==> src/hw/tpo_pkg.sv <==
// Shared constants of the timing pattern output block: register indices,
// field positions, reset values and bus-side state encodings.
// Assumes a 32-bit AHB-Lite slave port; byte address = 4 * register index.
package tpo_pkg;

    // Register indices; the byte address on the bus is four times the index
    localparam logic [19:0] IDX_PORTA_DIR = 20'hEE009;
    localparam logic [19:0] IDX_PORTB_DIR = 20'hEE00A;
    localparam logic [19:0] IDX_MODE = 20'hFFFA0;
    localparam logic [19:0] IDX_TRIG_SEL = 20'hFFFA1;
    localparam logic [19:0] IDX_HI_EN = 20'hFFFA2;
    localparam logic [19:0] IDX_LO_EN = 20'hFFFA3;
    localparam logic [19:0] IDX_HI_STAGED = 20'hFFFA4;
    localparam logic [19:0] IDX_LO_STAGED = 20'hFFFA5;
    localparam logic [19:0] IDX_HI_ALT = 20'hFFFA6;
    localparam logic [19:0] IDX_LO_ALT = 20'hFFFA7;
    localparam logic [19:0] IDX_PORTA_DATA = 20'hFFFD9;
    localparam logic [19:0] IDX_PORTB_DATA = 20'hFFFDA;

    // Reset values
    localparam logic [7:0] RST_MODE = 8'hF0;
    localparam logic [7:0] RST_TRIG_SEL = 8'hFF;
    localparam logic [7:0] RST_ZERO = 8'h00;
    localparam logic [3:0] RST_NIBBLE = 4'h0;

    // Reserved nibbles and bytes read as all ones
    localparam logic [3:0] RSV_NIBBLE = 4'hF;
    localparam logic [7:0] RSV_BYTE = 8'hFF;

    // Field layout: two trigger select bits per group, group n at bit 2n
    localparam int TRIG_FIELD_W = 2;
    localparam logic [1:0] SEL_CH0 = 2'h0;
    localparam logic [1:0] SEL_CH1 = 2'h1;
    localparam int NUM_GROUPS = 4;
    localparam int NUM_CHANNELS = 3;

    // AHB-Lite transfer type bit that marks NONSEQ or SEQ
    localparam int HTRANS_ACTIVE_BIT = 1;

    // Bus-side states, Gray coded along idle -> wait -> data
    typedef enum logic [1:0] {
        BUS_IDLE = 2'h0,
        BUS_RWAIT = 2'h1,
        BUS_RDATA = 2'h3,
        BUS_WRITE = 2'h2
    } tpo_bus_t;

endpackage

==> src/hw/tpo_group.sv <==
// One 4-bit pattern output group: owns its slice of the port output latch.
// Assumes trigger pulses are already registered and last one cycle.
`timescale 1ns/1ns
module tpo_group
    import tpo_pkg::*;
(
    input wire logic i_core_clk,
    input wire logic i_sys_rst,
    input wire logic i_trig_a,
    input wire logic i_trig_b,
    input wire logic i_nov,
    input wire logic [3:0] i_en,
    input wire logic [3:0] i_staged,
    input wire logic i_wr,
    input wire logic [3:0] i_wdata,
    output logic [3:0] o_q
);

    logic [3:0] nxt_q;

    // Software writes land only on bits not given to pattern output;
    // the trigger then moves staged bits onto the enabled ones
    always_comb begin
        nxt_q = o_q;
        if (i_wr) begin
            nxt_q = (o_q & i_en) | (i_wdata & ~i_en);
        end
        if (i_trig_a) begin
            if (i_nov) begin
                // Falling bits go now, rising bits wait for the margin event
                nxt_q = nxt_q & ~(i_en & ~i_staged);
            end else begin
                nxt_q = (nxt_q & ~i_en) | (i_staged & i_en);
            end
        end
        if (i_trig_b && i_nov) begin
            nxt_q = nxt_q | (i_en & i_staged);
        end
    end

    // Output latch
    always_ff @(posedge i_core_clk) begin
        if (i_sys_rst) begin
            o_q <= RST_NIBBLE;
        end else begin
            o_q <= nxt_q;
        end
    end

endmodule // tpo_group

==> src/hw/tpo_top.sv <==
// Timing pattern output block: AHB-Lite register file, trigger selection,
// staged data, DMA requests and four 4-bit output groups.
// Assumes compare-match inputs are one-cycle pulses synchronous to the clock.
`timescale 1ns/1ns
module tpo_top
    import tpo_pkg::*;
(
    input wire logic i_core_clk,
    input wire logic i_sys_rst,
    input wire logic i_hsel,
    input wire logic [31:0] i_haddr,
    input wire logic [1:0] i_htrans,
    input wire logic i_hwrite,
    input wire logic [2:0] i_hsize,
    input wire logic [31:0] i_hwdata,
    input wire logic i_hready,
    output logic [31:0] o_hrdata,
    output logic o_hreadyout,
    output logic o_hresp,
    input wire logic [2:0] i_cmp_a,
    input wire logic [2:0] i_cmp_b,
    output logic [15:0] o_pattern_pin,
    output logic [15:0] o_pattern_dir,
    output logic [2:0] o_dma_req
);

    tpo_bus_t bus_state_ff;
    logic [19:0] addr_ff;
    logic [3:0] mode_ff;
    logic [7:0] trig_sel_ff;
    logic [7:0] lo_en_ff;
    logic [7:0] hi_en_ff;
    logic [7:0] lo_staged_ff;
    logic [7:0] hi_staged_ff;
    logic [7:0] porta_dir_ff;
    logic [7:0] portb_dir_ff;
    logic [2:0] cmp_a_ff;
    logic [2:0] cmp_b_ff;
    logic [3:0] trig_a_grp;
    logic [3:0] trig_b_grp;
    logic [15:0] grp_en;
    logic [15:0] grp_staged;
    logic [2:0] dma_mask;
    logic same_lo;
    logic same_hi;
    logic accept;
    logic wr_now;
    logic [7:0] wdata;
    logic [7:0] rd_mux;

    // Picks the compare-match pulse of the channel a group selects;
    // both upper codes mean the third channel
    function automatic logic tpo_chan(input logic [1:0] sel, input logic [2:0] vec);
        return (sel == SEL_CH0) ? vec[0] : ((sel == SEL_CH1) ? vec[1] : vec[2]);
    endfunction

    // Bus handshake terms; writes complete in their data phase
    assign accept = i_hsel && i_htrans[HTRANS_ACTIVE_BIT] && i_hready;
    assign wr_now = (bus_state_ff == BUS_WRITE);
    assign wdata = i_hwdata[7:0];

    // pairing by channel; codes 2 and 3 both pick the third channel
    assign same_lo = (trig_sel_ff[1:0] == trig_sel_ff[3:2]) || (trig_sel_ff[1] && trig_sel_ff[3]);
    // pairing by channel, same folding of the upper codes
    assign same_hi = (trig_sel_ff[5:4] == trig_sel_ff[7:6]) || (trig_sel_ff[5] && trig_sel_ff[7]);

    assign grp_en = {hi_en_ff, lo_en_ff};
    assign grp_staged = {hi_staged_ff, lo_staged_ff};

    always_comb begin
        for (int g = 0; g < NUM_GROUPS; g++) begin
            trig_a_grp[g] = tpo_chan(trig_sel_ff[g*TRIG_FIELD_W +: TRIG_FIELD_W], cmp_a_ff);
            trig_b_grp[g] = tpo_chan(trig_sel_ff[g*TRIG_FIELD_W +: TRIG_FIELD_W], cmp_b_ff);
        end
    end

    // Channels that some group with at least one enabled bit listens to
    always_comb begin
        dma_mask = '0;
        for (int g = 0; g < NUM_GROUPS; g++) begin
            for (int c = 0; c < NUM_CHANNELS; c++) begin
                if (|grp_en[g*4 +: 4] && tpo_chan(trig_sel_ff[g*2 +: 2], 3'(1 << c))) begin
                    dma_mask[c] = 1'b1;
                end
            end
        end
    end

    // Bus state: reads take one wait state so the read mux sees any
    // write that finished in the same edge as the read address phase
    always_ff @(posedge i_core_clk) begin
        if (i_sys_rst) begin
            bus_state_ff <= BUS_IDLE;
        end else if (bus_state_ff == BUS_RWAIT) begin
            bus_state_ff <= BUS_RDATA;
        end else if (accept) begin
            bus_state_ff <= i_hwrite ? BUS_WRITE : BUS_RWAIT;
        end else begin
            bus_state_ff <= BUS_IDLE;
        end
    end

    // Address capture; upper address bits are not decoded
    always_ff @(posedge i_core_clk) begin
        if (i_sys_rst) begin
            addr_ff <= '0;
        end else if (accept) begin
            addr_ff <= i_haddr[21:2];
        end
    end

    // Ready and response; the response is always OKAY
    always_ff @(posedge i_core_clk) begin
        if (i_sys_rst) begin
            o_hreadyout <= 1'b1;
            o_hresp <= 1'b0;
        end else begin
            o_hreadyout <= !(accept && !i_hwrite);
            o_hresp <= 1'b0;
        end
    end

    // Read mux; unmapped addresses read zero
    always_comb begin
        case (addr_ff)
            IDX_MODE: rd_mux = {RSV_NIBBLE, mode_ff};
            IDX_TRIG_SEL: rd_mux = trig_sel_ff;
            IDX_HI_EN: rd_mux = hi_en_ff;
            IDX_LO_EN: rd_mux = lo_en_ff;
            IDX_HI_STAGED: rd_mux = same_hi ? hi_staged_ff : {hi_staged_ff[7:4], RSV_NIBBLE};
            IDX_LO_STAGED: rd_mux = same_lo ? lo_staged_ff : {lo_staged_ff[7:4], RSV_NIBBLE};
            IDX_HI_ALT: rd_mux = same_hi ? RSV_BYTE : {RSV_NIBBLE, hi_staged_ff[3:0]};
            IDX_LO_ALT: rd_mux = same_lo ? RSV_BYTE : {RSV_NIBBLE, lo_staged_ff[3:0]};
            IDX_PORTA_DATA: rd_mux = o_pattern_pin[7:0];
            IDX_PORTB_DATA: rd_mux = o_pattern_pin[15:8];
            default: rd_mux = RST_ZERO;
        endcase
    end

    // Read data register
    always_ff @(posedge i_core_clk) begin
        if (i_sys_rst) begin
            o_hrdata <= '0;
        end else if (bus_state_ff == BUS_RWAIT) begin
            o_hrdata <= {24'h000000, rd_mux};
        end
    end

    always_ff @(posedge i_core_clk) begin
        if (i_sys_rst) begin
            mode_ff <= RST_MODE[3:0];
            trig_sel_ff <= RST_TRIG_SEL;
            lo_en_ff <= RST_ZERO;
            hi_en_ff <= RST_ZERO;
        end else if (wr_now) begin
            if (addr_ff == IDX_MODE) begin
                mode_ff <= wdata[3:0];
            end
            if (addr_ff == IDX_TRIG_SEL) begin
                trig_sel_ff <= wdata;
            end
            if (addr_ff == IDX_HI_EN) begin
                hi_en_ff <= wdata;
            end
            if (addr_ff == IDX_LO_EN) begin
                lo_en_ff <= wdata;
            end
        end
    end

    // staged data with address that follows trigger pairing
    always_ff @(posedge i_core_clk) begin
        if (i_sys_rst) begin
            lo_staged_ff <= RST_ZERO;
            hi_staged_ff <= RST_ZERO;
        end else if (wr_now) begin
            if (addr_ff == IDX_LO_STAGED) begin
                lo_staged_ff[7:4] <= wdata[7:4];
                if (same_lo) begin
                    lo_staged_ff[3:0] <= wdata[3:0];
                end
            end
            if (addr_ff == IDX_LO_ALT && !same_lo) begin
                lo_staged_ff[3:0] <= wdata[3:0];
            end
            if (addr_ff == IDX_HI_STAGED) begin
                hi_staged_ff[7:4] <= wdata[7:4];
                if (same_hi) begin
                    hi_staged_ff[3:0] <= wdata[3:0];
                end
            end
            if (addr_ff == IDX_HI_ALT && !same_hi) begin
                hi_staged_ff[3:0] <= wdata[3:0];
            end
        end
    end

    always_ff @(posedge i_core_clk) begin
        if (i_sys_rst) begin
            porta_dir_ff <= RST_ZERO;
            portb_dir_ff <= RST_ZERO;
        end else if (wr_now) begin
            if (addr_ff == IDX_PORTA_DIR) begin
                porta_dir_ff <= wdata;
            end
            if (addr_ff == IDX_PORTB_DIR) begin
                portb_dir_ff <= wdata;
            end
        end
    end

    // direction is software's job; pins simply show it
    assign o_pattern_dir = {portb_dir_ff, porta_dir_ff};

    // triggers are registered, latches move one cycle later
    always_ff @(posedge i_core_clk) begin
        if (i_sys_rst) begin
            cmp_a_ff <= '0;
            cmp_b_ff <= '0;
        end else begin
            cmp_a_ff <= i_cmp_a;
            cmp_b_ff <= i_cmp_b;
        end
    end

    // DMA request, aligned with the latch update it refills after
    always_ff @(posedge i_core_clk) begin
        if (i_sys_rst) begin
            o_dma_req <= '0;
        end else begin
            o_dma_req <= cmp_a_ff & dma_mask;
        end
    end

    // four independent groups, copy on trigger, margin
    for (genvar g = 0; g < NUM_GROUPS; g++) begin : gen_grp
        tpo_group u_grp (
            .i_core_clk(i_core_clk),
            .i_sys_rst(i_sys_rst),
            .i_trig_a(trig_a_grp[g]),
            .i_trig_b(trig_b_grp[g]),
            .i_nov(mode_ff[g]),
            .i_en(grp_en[g*4 +: 4]),
            .i_staged(grp_staged[g*4 +: 4]),
            // port writes gated by enables inside
            .i_wr(wr_now && addr_ff == ((g < 2) ? IDX_PORTA_DATA : IDX_PORTB_DATA)),
            .i_wdata(wdata[(g % 2)*4 +: 4]),
            .o_q(o_pattern_pin[g*4 +: 4])
        );
    end
endmodule // tpo_top

==> config.mk <==
export PLATFORM = sky130hd
export DESIGN_NAME = tpo_top
export DESIGN_NICKNAME = d
export VERILOG_FILES = /design/src/hw/tpo_pkg.sv /design/src/hw/tpo_group.sv /design/src/hw/tpo_top.sv
export SDC_FILE = /design/constraint.sdc
export NUM_CORES = 1
export LEC_CHECK = 0
export BUFFER_PORTS_ARGS = -buffer_cell sky130_fd_sc_hd__buf_4
export CORE_MARGIN = 1
export CORE_UTILIZATION = 49
export DETAILED_ROUTE_END_ITERATION = 12
export GPL_TIMING_DRIVEN = 0
export PLACE_DENSITY = 0.85
export SLEW_MARGIN = 10
export SYNTH_ARGS = -nofsm -noshare
export SYNTH_HDL_FRONTEND = slang
export SYNTH_HIERARCHICAL = 1
export SYNTH_SLANG_ARGS = --single-unit
export TNS_END_PERCENT = 20
==> constraint.sdc <==
create_clock -name i_core_clk -period 2.4 [get_ports i_core_clk]
set_clock_uncertainty 0.05 [all_clocks]
set_input_delay 0.48 -clock i_core_clk [delete_from_list [all_inputs] [get_ports i_core_clk]]
set_output_delay 0.48 -clock i_core_clk [all_outputs]
set_load 0.02 [all_outputs]
**Word-level counts from Yosys, hierarchy flattened**

Index checks and enable logic that the tools add are counted.

- Eq/ne operators: 20
- Bitwise gates (word level): 49
- Reductions and logical operators: 53
- Muxes and demuxes: 78

Operators with widths:

| operator | number |
|---|---|
| 20-bit equality test (second input constant) | 12 |
| 4-bit two-way mux | 26 |
| 4-bit bitwise AND | 24 |
| 8-bit case mux with 10 select lines | 1 |
| 1-bit two-way mux | 48 |
| 4-bit NOT | 12 |
| 4-bit bitwise OR | 12 |
| 1-bit logical AND | 25 |
| 2-bit AND reduction | 8 |
| 4-bit OR reduction | 4 |
| 2-bit by 1-bit equality test with 1-bit output (second input constant) | 5 |
| 2-bit logical NOT | 4 |
| 2-bit nonzero test | 4 |
| 2-bit two-way mux | 3 |
| 3-bit AND reduction | 2 |
| 2-bit equality test | 2 |
| 1-bit logical NOT | 4 |
| 3-bit bitwise AND | 1 |
| 2-bit equality test (second input constant) | 1 |
| 1-bit logical OR | 2 |

- Register bits: 116
- Input bits: 80

**Depth between registers and ports, before layout**

Gate-level depths: netlist of the first run.

- Word-level depth: 10
- Gate-level depth with buffers: 8

**Cells and area by module**

The synthesis of the first run kept the hierarchy.

Modules (own cells, without submodules):

| module | sequential area each (um^2) | cells each | instances | area an instance (um^2) |
|---|---|---|---|---|
| tpo_top | 2001.9 | 585 | 1 | 4998.5 |
| tpo_group | 80.1 | 25 | 4 | 245.2 |

**Worst setup path before layout of the first run**

No wires, ideal clock.

- Path type: register -> register
- From: reg addr_ff[16]
- To: reg gen_grp[1].u_grp.o_q[3]
- Path buffers: 1
- Arrival: 2.390 ns
- Required time: 2.225 ns
- Setup slack: -0.165 ns
- Library setup time: 0.125 ns
- Cell stages (with the launch flop): 9
- Cell sequence: dfxtp_1 nand4_1 nor4_1 clkbuf_1 nand3_1 nor2_1 and2b_1 a211oi_1 a211oi_1

- Cells in the longest elaborated chain, start to end: 9

Ends and longest elaborated chain:

| what | RTL line | source |
|---|---|---|
| start, declared | tpo_top.sv:28 | `logic [19:0] addr_ff;` |
| start signal, assigned | tpo_top.sv:108 | `addr_ff <= i_haddr[21:2];` |
| 20-bit equality test * | tpo_top.sv:246 | `.i_wr(wr_now && addr_ff == ((g < 2) ? IDX_PORTA_DATA : IDX_PORTB_DATA)),` |
| 1-bit logical AND * | tpo_top.sv:246 |  |
| 4-bit two-way mux * | tpo_group.sv:25 | `if (i_wr) begin` |
| 4-bit bitwise AND | tpo_group.sv:33 | `nxt_q = (nxt_q & ~i_en) \| (i_staged & i_en);` |
| 4-bit bitwise OR | tpo_group.sv:33 |  |
| 4-bit two-way mux | tpo_group.sv:29 | `if (i_nov) begin` |
| 4-bit two-way mux * | tpo_group.sv:28 | `if (i_trig_a) begin` |
| 4-bit bitwise OR | tpo_group.sv:37 | `nxt_q = nxt_q \| (i_en & i_staged);` |
| 4-bit two-way mux * | tpo_group.sv:36 | `if (i_trig_b && i_nov) begin` |
| end signal, assigned | tpo_group.sv:46 | `o_q <= nxt_q;` |
| end, declared | tpo_group.sv:16 | `output logic [3:0] o_q` |

Every way passes the cells marked *; elsewhere a longest branch is shown, timed or not.
A chain may end at the register's enable or synchronous reset.

**Worst setup path in the final report of the first run**

- From: reg addr_ff[15]
- To: reg gen_grp[3].u_grp.o_q[0]

- Cells in the longest elaborated chain, start to end: 9

Ends and longest elaborated chain:

| what | RTL line |
|---|---|
| 20-bit equality test * | tpo_top.sv:246 |
| 1-bit logical AND * | tpo_top.sv:246 |
| 4-bit two-way mux * | tpo_group.sv:25 |
| 4-bit bitwise AND | tpo_group.sv:33 |
| 4-bit bitwise OR | tpo_group.sv:33 |
| 4-bit two-way mux | tpo_group.sv:29 |
| 4-bit two-way mux * | tpo_group.sv:28 |
| 4-bit bitwise OR | tpo_group.sv:37 |
| 4-bit two-way mux * | tpo_group.sv:36 |
| end signal, assigned | tpo_group.sv:46 |
| end, declared | tpo_group.sv:16 |

Marks and branches as above.

==> results of run 1 <==
-- routing by layer --
layer  routed length, um  track usage (%)  part of all wire, %  up-vias
met1                7490             37.4                   39     2786
met2                8910             48.4                   46      417
met3                2260             9.40                   12       87
met5                  10                0                0.052        -
li1                    -                -                    -     2735
met4                 661             13.5                  3.4        2
-- sequential cells by signal, summed over array words and instances (netlist names) --
register,cells
cmp_b_ff,3
porta_dir_ff,8
hi_en_ff,8
portb_dir_ff,8
gen_grp.u_grp/o_q,16
o_dma_req,3
trig_sel_ff,8
o_hrdata,8
mode_ff,4
bus_state_ff,2
addr_ff,20
o_hreadyout,1
lo_en_ff,8
lo_staged_ff,8
hi_staged_ff,8
cmp_a_ff,3
-- cell families (layout without fill, tap and decap cells) --
| logic type | count (synthesis) | in the layout | share of synthesized area [%] |
|---|---|---|---|
| AND/OR/NAND/NOR | 277 | 277 | 25.2 |
| XOR/XNOR | 7 | 7 | 1.03 |
| adder cells (fa/ha/maj) | 2 | 2 | 0.418 |
| flip-flops | 116 | 116 | 38.8 |
| multiplexers | 65 | 65 | 12.1 |
| buffers and inverters | 74 | 205 | 6.28 |
| other | 1 | 25 | 0.0627 |
| AO/OA/AOI/OAI | 143 | 143 | 16.1 |
-- cell usage after synthesis, drive strengths merged (6+ instances only) --
cell type | instances | area [um^2]
a22o | 6 | 52.6
a21oi | 40 | 200
inv | 9 | 33.8
o21ai | 14 | 70.1
a211oi | 24 | 180
o221ai | 6 | 52.6
o31ai | 13 | 97.6
dfxtp | 116 | 2320
mux2i | 57 | 571
and2b | 24 | 190
nand2 | 78 | 293
nor2 | 49 | 184
o22ai | 14 | 87.6
clkbuf | 32 | 120
nor3 | 12 | 71.3
nor4 | 10 | 114
and3 | 6 | 37.5
buf | 33 | 221
nor2b | 22 | 138
nand4 | 27 | 181
nand3 | 28 | 140
-- how the worst min path moves through the flow --
stage	slack [ns]	cells past startpoint	endpoint	from
2_1_floorplan	0.39	2	addr_ff[17]	addr_ff[17]
6_report	0.22	2	cmp_b_ff[1]	i_cmp_b[1]
3_3_place_gp	0.39	2	addr_ff[19]	addr_ff[19]
5_1_grt	0.23	2	cmp_b_ff[1]	i_cmp_b[1]
4_1_cts	0.22	2	cmp_b_ff[1]	i_cmp_b[1]
3_5_place_dp	0.40	2	addr_ff[17]	addr_ff[17]
-- worst reg2reg max path: stages, from the launching register on --
cell and delay (ns):
dfxtp_1 0.33, nand4_1 0.24, buf_4 0.23, nor4_4 0.26
buf_4 0.18, nand3_1 0.14, nor2_4 0.16, buf_4 0.18
and2b_1 0.19, a211oi_1 0.20, a211oi_1 0.08
-- stage by stage --
step / setup TNS, ns / power [uW] / utilization (%)
3_3_place_gp: -15.51 / 2310 / 59.0
6_report: 0 / 4920 / 66.5
4_1_cts: -0.504 / 4890 / 65.2
2_1_floorplan: 0 / 2190 / -
3_5_place_dp: -17.92 / 2310 / 59.0
5_1_grt: -0.304 / 5020 / 66.5
-- power by group through the flow --
stage	Sequential, uW	Combinational (uW)	Clock [uW]
floorplan	2000	188	0
global placement	2000	304	0
detailed placement	2000	309	0
CTS	1960	310	2620
global route	1970	341	2710
finish	1970	322	2630
-- what timing repair did --
item / 4_1_cts / 5_1_grt
endpoints found under the setup margin: 77 / 68
buffers inserted: 6 / 11
pin swaps: 5 / 6
hold buffers: 0 / 0
cloned: 0 / 0
gates resized for setup: 16 / 14
-- cell type report --
type	count	area (um^2)	share of cell area [%]
flip-flops and latches	116	2330	30.0
plain buffers	64	362	4.66
clock buffers	22	484	6.24
well taps	143	179	2.31
repair buffers	100	788	10.2
multi-input cells	519	3460	44.6
inverters	9	33.8	0.435
clock inverters	10	128	1.65
==> impl_metrics.env, run 1 <==
export IMPL_cp_required_ns=2.64
export IMPL_setup_ws_ns=0.0157
export IMPL_viasPerCell=6.13
export IMPL_cts_num_sinks=116
export IMPL_synthToLayoutAreaGrowth_pct=29.7
export IMPL_p_clk_share_pct=53.5
export IMPL_synth_yosys_warnings=6
export IMPL_r2r_setup_slack_ns=0.02
export IMPL_ant_nets=0
export IMPL_async_flop_share_pct=0
export IMPL_hpwlAfterDp_um=13100
export IMPL_yosys_cell_types_count=62
export IMPL_end_kind="flip-flop"
export IMPL_p_switching_uw=1120
export IMPL_cts_path_max_buffers=2
export IMPL_dpl_instance_area_um2=6880
export IMPL_final_cell_mix="buf_4 (125), dfxtp_1 (113), nand2_1 (77)"
export IMPL_synth_area_um2=5980
export IMPL_grt_start_max_net_pins=27
export IMPL_grt_usage_pct=30.2
export IMPL_cp_buffers_inverters=3
export IMPL_drive_gt1_share_pct=25.0
export IMPL_coreArea_um2=11700
export IMPL_r2r_start="addr_ff[15]"
export IMPL_routed_wl_um=19300
export IMPL_cp_endpoint="gen_grp[3].u_grp/o_q[0]"
export IMPL_max_slew_margin_pct=40.6
export IMPL_io_pins=149
export IMPL_seqPwrFrac_pct=40.0
export IMPL_min_path_type="in -> reg"
export IMPL_power_leakage_uw=0.00334
export IMPL_fmax_ghz=0.419
export IMPL_path_cells="nand4_1, buf_4, nor4_4, buf_4, nand3_1, nor2_4, buf_4, and2b_1, a211oi_1, a211oi_1"
export IMPL_cts_root_buf="clkbuf_16"
export IMPL_period_minus_slack_ns=2.38
export IMPL_die_h_um=112
export IMPL_hold_viol=0
export IMPL_dr_first_iter_drc_count=774
export IMPL_setup_viol=0
export IMPL_path_common_cell="buf_4"
export IMPL_cp_start_kind="flip-flop"
export IMPL_reg2regPathDepth=10
export IMPL_tightestPinTransition_ns=0.884
export IMPL_cp_max_fo=6
export IMPL_status="complete, no violations"
export IMPL_rsz0062_at_grt="yes"
export IMPL_cts_htree_levels=4
export IMPL_via_count=6027
export IMPL_final_area_um2=7760
export IMPL_crit_type="reg -> reg"
export IMPL_cts_tree="built"
export IMPL_synth_seq_area_share_pct=38.8
export IMPL_slew_violations=0
export IMPL_slowest_stage="dfxtp_1"
export IMPL_gp_congestion=0.965
export IMPL_final_common_cell="buf_4"
export IMPL_grt_pass1_vias=5697
export IMPL_dieArea_um2=12600
export IMPL_cts_made_buffers=17
export IMPL_antenna_found_initial=1
export IMPL_min_period_over_period_pct=99.3
export IMPL_rows=39
export IMPL_rr_endpoint="gen_grp[3].u_grp/o_q[0]"
export IMPL_drc_errors=0
export IMPL_place_ws_ns=-0.695
export IMPL_clk_latency_ns=0.42
export IMPL_synth_edf_count=0
export IMPL_synth_ff_type="dfxtp_1"
export IMPL_numPortBuffers=83
export IMPL_diodes=0
export IMPL_critical_path_arrival_ns=2.62
export IMPL_p_per_area_nw_per_um2=634
export IMPL_crit_start="addr_ff[15]"
export IMPL_die_w_um=112
export IMPL_n_fill_cell=908
export IMPL_path_depth=10
export IMPL_swShare_pct=22.8
export IMPL_comb_power_share_pct=6.5
export IMPL_dp_cells=935
export IMPL_final_cells=983
export IMPL_cap_violations=0
export IMPL_start_util_pct=51.3
export IMPL_hold_slack_ns=0.220
export IMPL_syn_avg_cell_area_um2=8.73
export IMPL_peakVddDrop_v=0.000629
export IMPL_synthCells=685
export IMPL_cpLargestDelayFamily="simple AND/OR/NAND/NOR gates"
export IMPL_nets=909
export IMPL_cpPeakStageDelay_ns=0.33
export IMPL_wire_per_inst_um=19.7
export IMPL_grt_pass1_wl_um=29400
export IMPL_p_int_uw=3800
export IMPL_path_clk_slew_ns=0.05
export IMPL_grt_ovfl_total=0
export IMPL_synth_ff_latch_count=116
export IMPL_drtPass1Iterations=7
(Power assumes the default switching activity.)
==> run 2: changes to the inputs <==
--- a/config.mk
+++ b/config.mk
@@ -6,6 +6,7 @@
 export NUM_CORES = 1
 export LEC_CHECK = 0
 export BUFFER_PORTS_ARGS = -buffer_cell sky130_fd_sc_hd__buf_4
+export CORE_ASPECT_RATIO = 1.4
 export CORE_MARGIN = 1
 export CORE_UTILIZATION = 49
 export DETAILED_ROUTE_END_ITERATION = 12
==> run 2 against run 1 <==
  * Routed wire length increased by 1.0%
  * Worst hold slack gained 0.0032 ns
  * Via count down 1.7%
  * Cell area increased by 0.16%
  * Sequential share of layout area is 0.064 points lower
  * Clock power is 3% lower
  * Count of clock-buffer cells in the layout down 5
==> impl_metrics.env, run 2 (synthesis gave the netlist of run 1 again) <==
export IMPL_grt_start_max_net_pins=27
export IMPL_status="complete, no violations"
export IMPL_dr_first_iter_drc_count=559
export IMPL_path_clk_slew_ns=0.06
export IMPL_via_count=5926
export IMPL_tightestPinTransition_ns=0.944
export IMPL_cts_root_buf="clkbuf_16"
export IMPL_power_leakage_uw=0.00331
export IMPL_cp_required_ns=2.62
export IMPL_drc_errors=0
export IMPL_met1_usage_pct=37.1
export IMPL_hp_start="i_cmp_b[0]"
export IMPL_clk_latency_ns=0.42
export IMPL_n_fill_cell=980
export IMPL_cts_tree="built"
export IMPL_cts_num_sinks=116
export IMPL_grt_busiest_layer="met2"
export IMPL_rows=47
export IMPL_viasPerCell=6.00
export IMPL_drive_gt1_share_pct=25.6
export IMPL_cts_made_buffers=17
export IMPL_r2r_setup_slack_ns=0.03
export IMPL_grt_usage_pct=31.8
export IMPL_routed_wl_um=19500
export IMPL_numPortBuffers=83
export IMPL_min_to="cmp_b_ff[0]"
export IMPL_period_minus_slack_ns=2.37
export IMPL_p_per_area_nw_per_um2=625
export IMPL_holdBufCountCts=0
export IMPL_dieArea_um2=12700
export IMPL_grt_ovfl_total=0
export IMPL_min_period_over_period_pct=98.7
export IMPL_start_util_pct=50.3
export IMPL_cp_max_fo=8
export IMPL_slowest_stage="or4b_4"
export IMPL_finish_utilization_pct=65.4
export IMPL_rsz0062_at_grt="yes"
export IMPL_holdPathStages=2
export IMPL_cts_htree_levels=4
export IMPL_end_kind="flip-flop"
export IMPL_synthToLayoutAreaGrowth_pct=29.9
export IMPL_nets=910
export IMPL_r2r_start="addr_ff[4]"
export IMPL_grt_pass1_wl_um=29900
export IMPL_cts_path_max_buffers=2
export IMPL_die_h_um=133
export IMPL_gp_congestion=1.04
export IMPL_max_slew_margin_pct=36.4
export IMPL_fmax_ghz=0.422
export IMPL_cap_violations=0
export IMPL_final_cell_mix="buf_4 (122), dfxtp_1 (114), nand2_1 (77)"
export IMPL_setup_viol=0
export IMPL_ant_nets=0
export IMPL_final_cells=988
export IMPL_largest_reg_flops=20
export IMPL_io_pins=149
export IMPL_wire_per_inst_um=19.8
export IMPL_grt_use_met3_pct=6.44
export IMPL_path_cells="or4b_4, nor3_4, nand4_2, mux2i_1, nor2_1"
export IMPL_crit_type="reg -> reg"
export IMPL_grt_pass1_vias=5565
export IMPL_rr_endpoint="hi_en_ff[3]"
export IMPL_cpPeakStageDelay_ns=0.60
export IMPL_min_path_type="in -> reg"
export IMPL_diodes=0
export IMPL_critical_path_arrival_ns=2.59
export IMPL_antenna_found_initial=0
export IMPL_drtPass1Iterations=5
export IMPL_coreArea_um2=11900
export IMPL_slew_violations=0
export IMPL_hpwlAfterDp_um=13900
export IMPL_cp_start_kind="flip-flop"
export IMPL_largest_register="addr_ff"
export IMPL_peakVddDrop_v=0.000550
export IMPL_die_w_um=95.4
export IMPL_dp_cells=939
export IMPL_largestRegisters="addr_ff x20, gen_grp.u_grp/o_q x16"
export IMPL_reg2regPathDepth=5
export IMPL_final_common_cell="buf_4"
export IMPL_use_met2_pct=51.0
export IMPL_hold_viol=0
run 2: changes by cell type in the layout (fill, tap and decap cells not counted), moves of 3 or more:
| cell | previous run | this run |
|---|---|---|
| inv_6 | 0 | 7 |
| clkbuf_8 | 5 | 0 |
| clkinv_2 | 6 | 0 |
| buf_4 | 125 | 122 |
| clkinvlp_4 | 1 | 4 |
run 2: metal layers:
layer | vias up | wire [um]
li1 | 2747 | -
met1 | 2701 | 7000
met5 | - | 0
met3 | 98 | 1690
met2 | 380 | 9440
met4 | 0 | 1410
run 2: metrics by stage:
step	total power, uW	instance area, um^2	hold slack [ns]	TNS (ns)	setup WS, ns
after global routing	4960	7770	0.237	-0.0629	-0.0552
final	4860	7770	0.223	0	0.0307
after floorplan	2190	6080	0.386	0	0.0832
after detailed placement	2320	6890	0.402	-20.66	-0.592
after global placement	2310	6890	0.393	-19.22	-0.555
after CTS	4840	7620	0.217	-0.0108	-0.0108
run 2: worst max-delay path: cells and delay by family, from the launching register on:
| family | cells | cell delay (ns) |
|---|---|---|
| flip-flops | 1 | 0.35 |
| multiplexers | 1 | 0.35 |
| AND/OR/NAND/NOR | 4 | 1.46 |
run 2: power breakdown:
part / switching, uW / internal, uW
Clock: 1010 / 1550
Combinational: 207 / 122
Sequential: 18.1 / 1940
Total: 1240 / 3620
run 2: final cells by class:
type / count / area (um^2) / share of cell area (%)
Buffer: 65 / 360 / 4.64
Clock buffer: 17 / 425 / 5.48
Clock inverter: 15 / 169 / 2.17
Inverter: 9 / 33.8 / 0.435
Multi-Input combinational cell: 519 / 3470 / 44.7
Sequential cell: 116 / 2320 / 29.9
Tap cell: 147 / 184 / 2.37
Timing Repair Buffer: 100 / 801 / 10.3
run 2: worst max-delay path by stage:
stage | from | end | depth (start not counted)
final | addr_ff[4] | hi_en_ff[3] | 5
after detailed placement | addr_ff[1] | gen_grp[2].u_grp/o_q[0] | 8
after global routing | addr_ff[0] | o_hrdata[5] | 6
after floorplan | addr_ff[16] | gen_grp[1].u_grp/o_q[3] | 8
after global placement | addr_ff[1] | gen_grp[2].u_grp/o_q[3] | 8
after CTS | addr_ff[3] | porta_dir_ff[1] | 5
run 2: repair_timing:
| action | in CTS | in global routing |
|---|---|---|
| resized for setup | 15 | 20 |
| pin swaps | 6 | 5 |
| setup endpoints to repair | 82 | 53 |
| setup buffers | 8 | 9 |
==> run 3: changes to the inputs <==
--- a/config.mk
+++ b/config.mk
@@ -11,7 +11,9 @@
 export CORE_UTILIZATION = 49
 export DETAILED_ROUTE_END_ITERATION = 12
 export GPL_TIMING_DRIVEN = 0
+export HOLD_SLACK_MARGIN = 0.08
 export PLACE_DENSITY = 0.85
+export REMOVE_ABC_BUFFERS = 1
 export SLEW_MARGIN = 10
 export SYNTH_ARGS = -nofsm -noshare
 export SYNTH_HDL_FRONTEND = slang
==> run 3 against run 2 <==
  * Maximum frequency about the same
  * Final cell count fell by 6.0%
  * Register-to-register slack about the same
  * Power up 3.5%
  * Clock power increased by 9.4%
  * Routed wire length decreased by 9.5%
  * Combinational power down 23%
  * Sequential power hardly changed
  * Sequential share of layout area grew 0.93 points
==> impl_metrics.env, run 3 (synthesis gave the netlist of run 1 again) <==
export IMPL_min_to="cmp_b_ff[1]"
export IMPL_power_leakage_uw=0.00317
export IMPL_reg2regPathDepth=6
export IMPL_fin_tns_setup_ns=0
export IMPL_drc_errors=0
export IMPL_drive_gt1_share_pct=25.2
export IMPL_hp_start="i_cmp_b[1]"
export IMPL_comb_power_share_pct=5.0
export IMPL_final_area_um2=7580
export IMPL_r2r_start="addr_ff[11]"
export IMPL_holdBufCountCts=0
export IMPL_nets=852
export IMPL_cts_root_buf="clkbuf_16"
export IMPL_grt_ovfl_total=0
export IMPL_cpPeakStageDelay_ns=0.52
export IMPL_io_pins=149
export IMPL_hold_viol=0
export IMPL_tightestPinTransition_ns=1.13
export IMPL_status="complete, no violations"
export IMPL_peakVddDrop_v=0.000490
export IMPL_coreArea_um2=11900
export IMPL_p_per_area_nw_per_um2=663
export IMPL_final_cell_mix="dfxtp_1 (109), buf_4 (101), nand2_1 (77)"
export IMPL_routed_wl_um=17700
export IMPL_p_clk_share_pct=55.7
export IMPL_path_cells="nand4_1, buf_4, or4_4, nor3_1, o311ai_0, a221oi_1"
export IMPL_cts_num_sinks=116
export IMPL_via_count=5778
export IMPL_min_path_type="in -> reg"
export IMPL_hpwlAfterDp_um=11400
export IMPL_seqPwrFrac_pct=39.3
export IMPL_cap_violations=0
export IMPL_end_kind="flip-flop"
export IMPL_die_w_um=95.4
export IMPL_largest_reg_flops=20
export IMPL_min_period_over_period_pct=98.8
export IMPL_clk_latency_ns=0.42
export IMPL_p_int_uw=3940
export IMPL_cp_start_kind="flip-flop"
export IMPL_period_minus_slack_ns=2.37
export IMPL_max_slew_margin_pct=24.6
export IMPL_diodes=0
export IMPL_gp_congestion=0.962
export IMPL_cp_required_ns=2.67
export IMPL_dr_first_iter_drc_count=589
export IMPL_slowest_stage="or4_4"
export IMPL_wl_met3_um=1450
export IMPL_grt_pass1_wl_um=27000
export IMPL_path_clk_slew_ns=0.05
export IMPL_final_common_cell="dfxtp_1"
export IMPL_fmax_ghz=0.422
export IMPL_grt_start_max_net_pins=108
export IMPL_cp_max_fo=3
export IMPL_cts_path_max_buffers=2
export IMPL_viasPerCell=6.22
export IMPL_slew_violations=0
export IMPL_antenna_found_initial=0
export IMPL_largestRegisters="addr_ff x20, gen_grp.u_grp/o_q x16"
export IMPL_r2r_setup_slack_ns=0.03
export IMPL_critical_path_arrival_ns=2.64
export IMPL_cts_made_buffers=17
export IMPL_grt_usage_pct=27.9
export IMPL_swShare_pct=21.6
export IMPL_top_layer="met4"
export IMPL_p_switching_uw=1090
export IMPL_start_util_pct=50.3
export IMPL_rows=47
export IMPL_dpl_instance_area_um2=6550
export IMPL_crit_type="reg -> reg"
export IMPL_cts_tree="built"
export IMPL_drtPass1Iterations=6
export IMPL_synthToLayoutAreaGrowth_pct=26.8
export IMPL_route_met2_wl_um=8510
export IMPL_numPortBuffers=83
export IMPL_wire_per_inst_um=19.0
export IMPL_setup_viol=0
export IMPL_holdPathStages=2
export IMPL_rr_endpoint="o_hrdata[2]"
export IMPL_dieArea_um2=12700
export IMPL_grt_pass1_vias=5268
export IMPL_largest_register="addr_ff"
export IMPL_cts_htree_levels=4
export IMPL_die_h_um=133
export IMPL_met1_length_um=6660
export IMPL_ant_nets=0
run 3: changes by cell type in the layout (fill, tap and decap cells not counted), moves of 4 or more:
cell / delta
clkbuf_2: -5
clkinv_2: +4
a211oi_2: +4
buf_1: -5
buf_4: -21
clkbuf_1: -25
a211oi_1: -4
dfxtp_1: -5
inv_6: -7
run 3: power groups by stage:
stage | logic [uW] | clock network, uW | registers [uW]
finish | 253 | 2800 | 1970
CTS | 246 | 2810 | 1970
floorplan | 120 | 0 | 2000
detailed placement | 243 | 0 | 2010
global placement | 241 | 0 | 2010
global route | 272 | 2900 | 1970
run 3: routing by layer:
layer	global-route usage [%]	vias up
li1	-	2628
met1	33.2	2689
met2	44.0	366
met3	6.26	95
met4	18.4	0
met5	0	-
run 3: worst max-delay path by stage:
stage,startpoint,endpoint,slack [ns],cells after the start
floorplan,addr_ff[16],gen_grp[3].u_grp/o_q[3],-0.55,7
global placement,addr_ff[15],gen_grp[3].u_grp/o_q[3],-1.50,7
detailed placement,addr_ff[1],gen_grp[3].u_grp/o_q[0],-1.04,6
CTS,addr_ff[16],hi_staged_ff[4],-0.05,5
global route,addr_ff[11],o_hrdata[2],-0.007,6
finish,addr_ff[11],o_hrdata[2],0.03,6
run 3: cell type report:
class / instances / area, um^2
Timing Repair Buffer: 107 / 861
Tap cell: 147 / 184
Fill cell: 942 / 4300
Clock inverter: 10 / 178
Multi-Input combinational cell: 519 / 3510
Inverter: 9 / 33.8
Sequential cell: 116 / 2340
Clock buffer: 21 / 470
run 3: critical path, delay by kind of cell, from the launching register on:
| kind | cells | cell delay, ns |
|---|---|---|
| AO/OA/AOI/OAI | 2 | 0.57 |
| buffers and inverters | 1 | 0.20 |
| flip-flops | 1 | 0.34 |
| AND/OR/NAND/NOR | 3 | 1.10 |
run 3: through the flow:
| stage | util [%] | setup slack (ns) | instances | power, uW | hold WS [ns] |
|---|---|---|---|---|---|
| floorplan | - | -0.552 | 644 | 2120 | 0.380 |
| global placement | 55.0 | -1.50 | 874 | 2250 | 0.392 |
| detailed placement | 55.1 | -1.04 | 875 | 2260 | 0.400 |
| CTS | 62.6 | -0.0460 | 920 | 5030 | 0.210 |
| global route | 63.8 | -0.00698 | 929 | 5150 | 0.220 |
| finish | 63.8 | 0.0292 | 929 | 5030 | 0.217 |
run 3: what timing repair did:
item / in CTS / in global routing
setup buffers: 14 / 9
endpoints found under the setup margin: 84 / 64
pin swaps: 18 / 5
resized for setup: 23 / 18
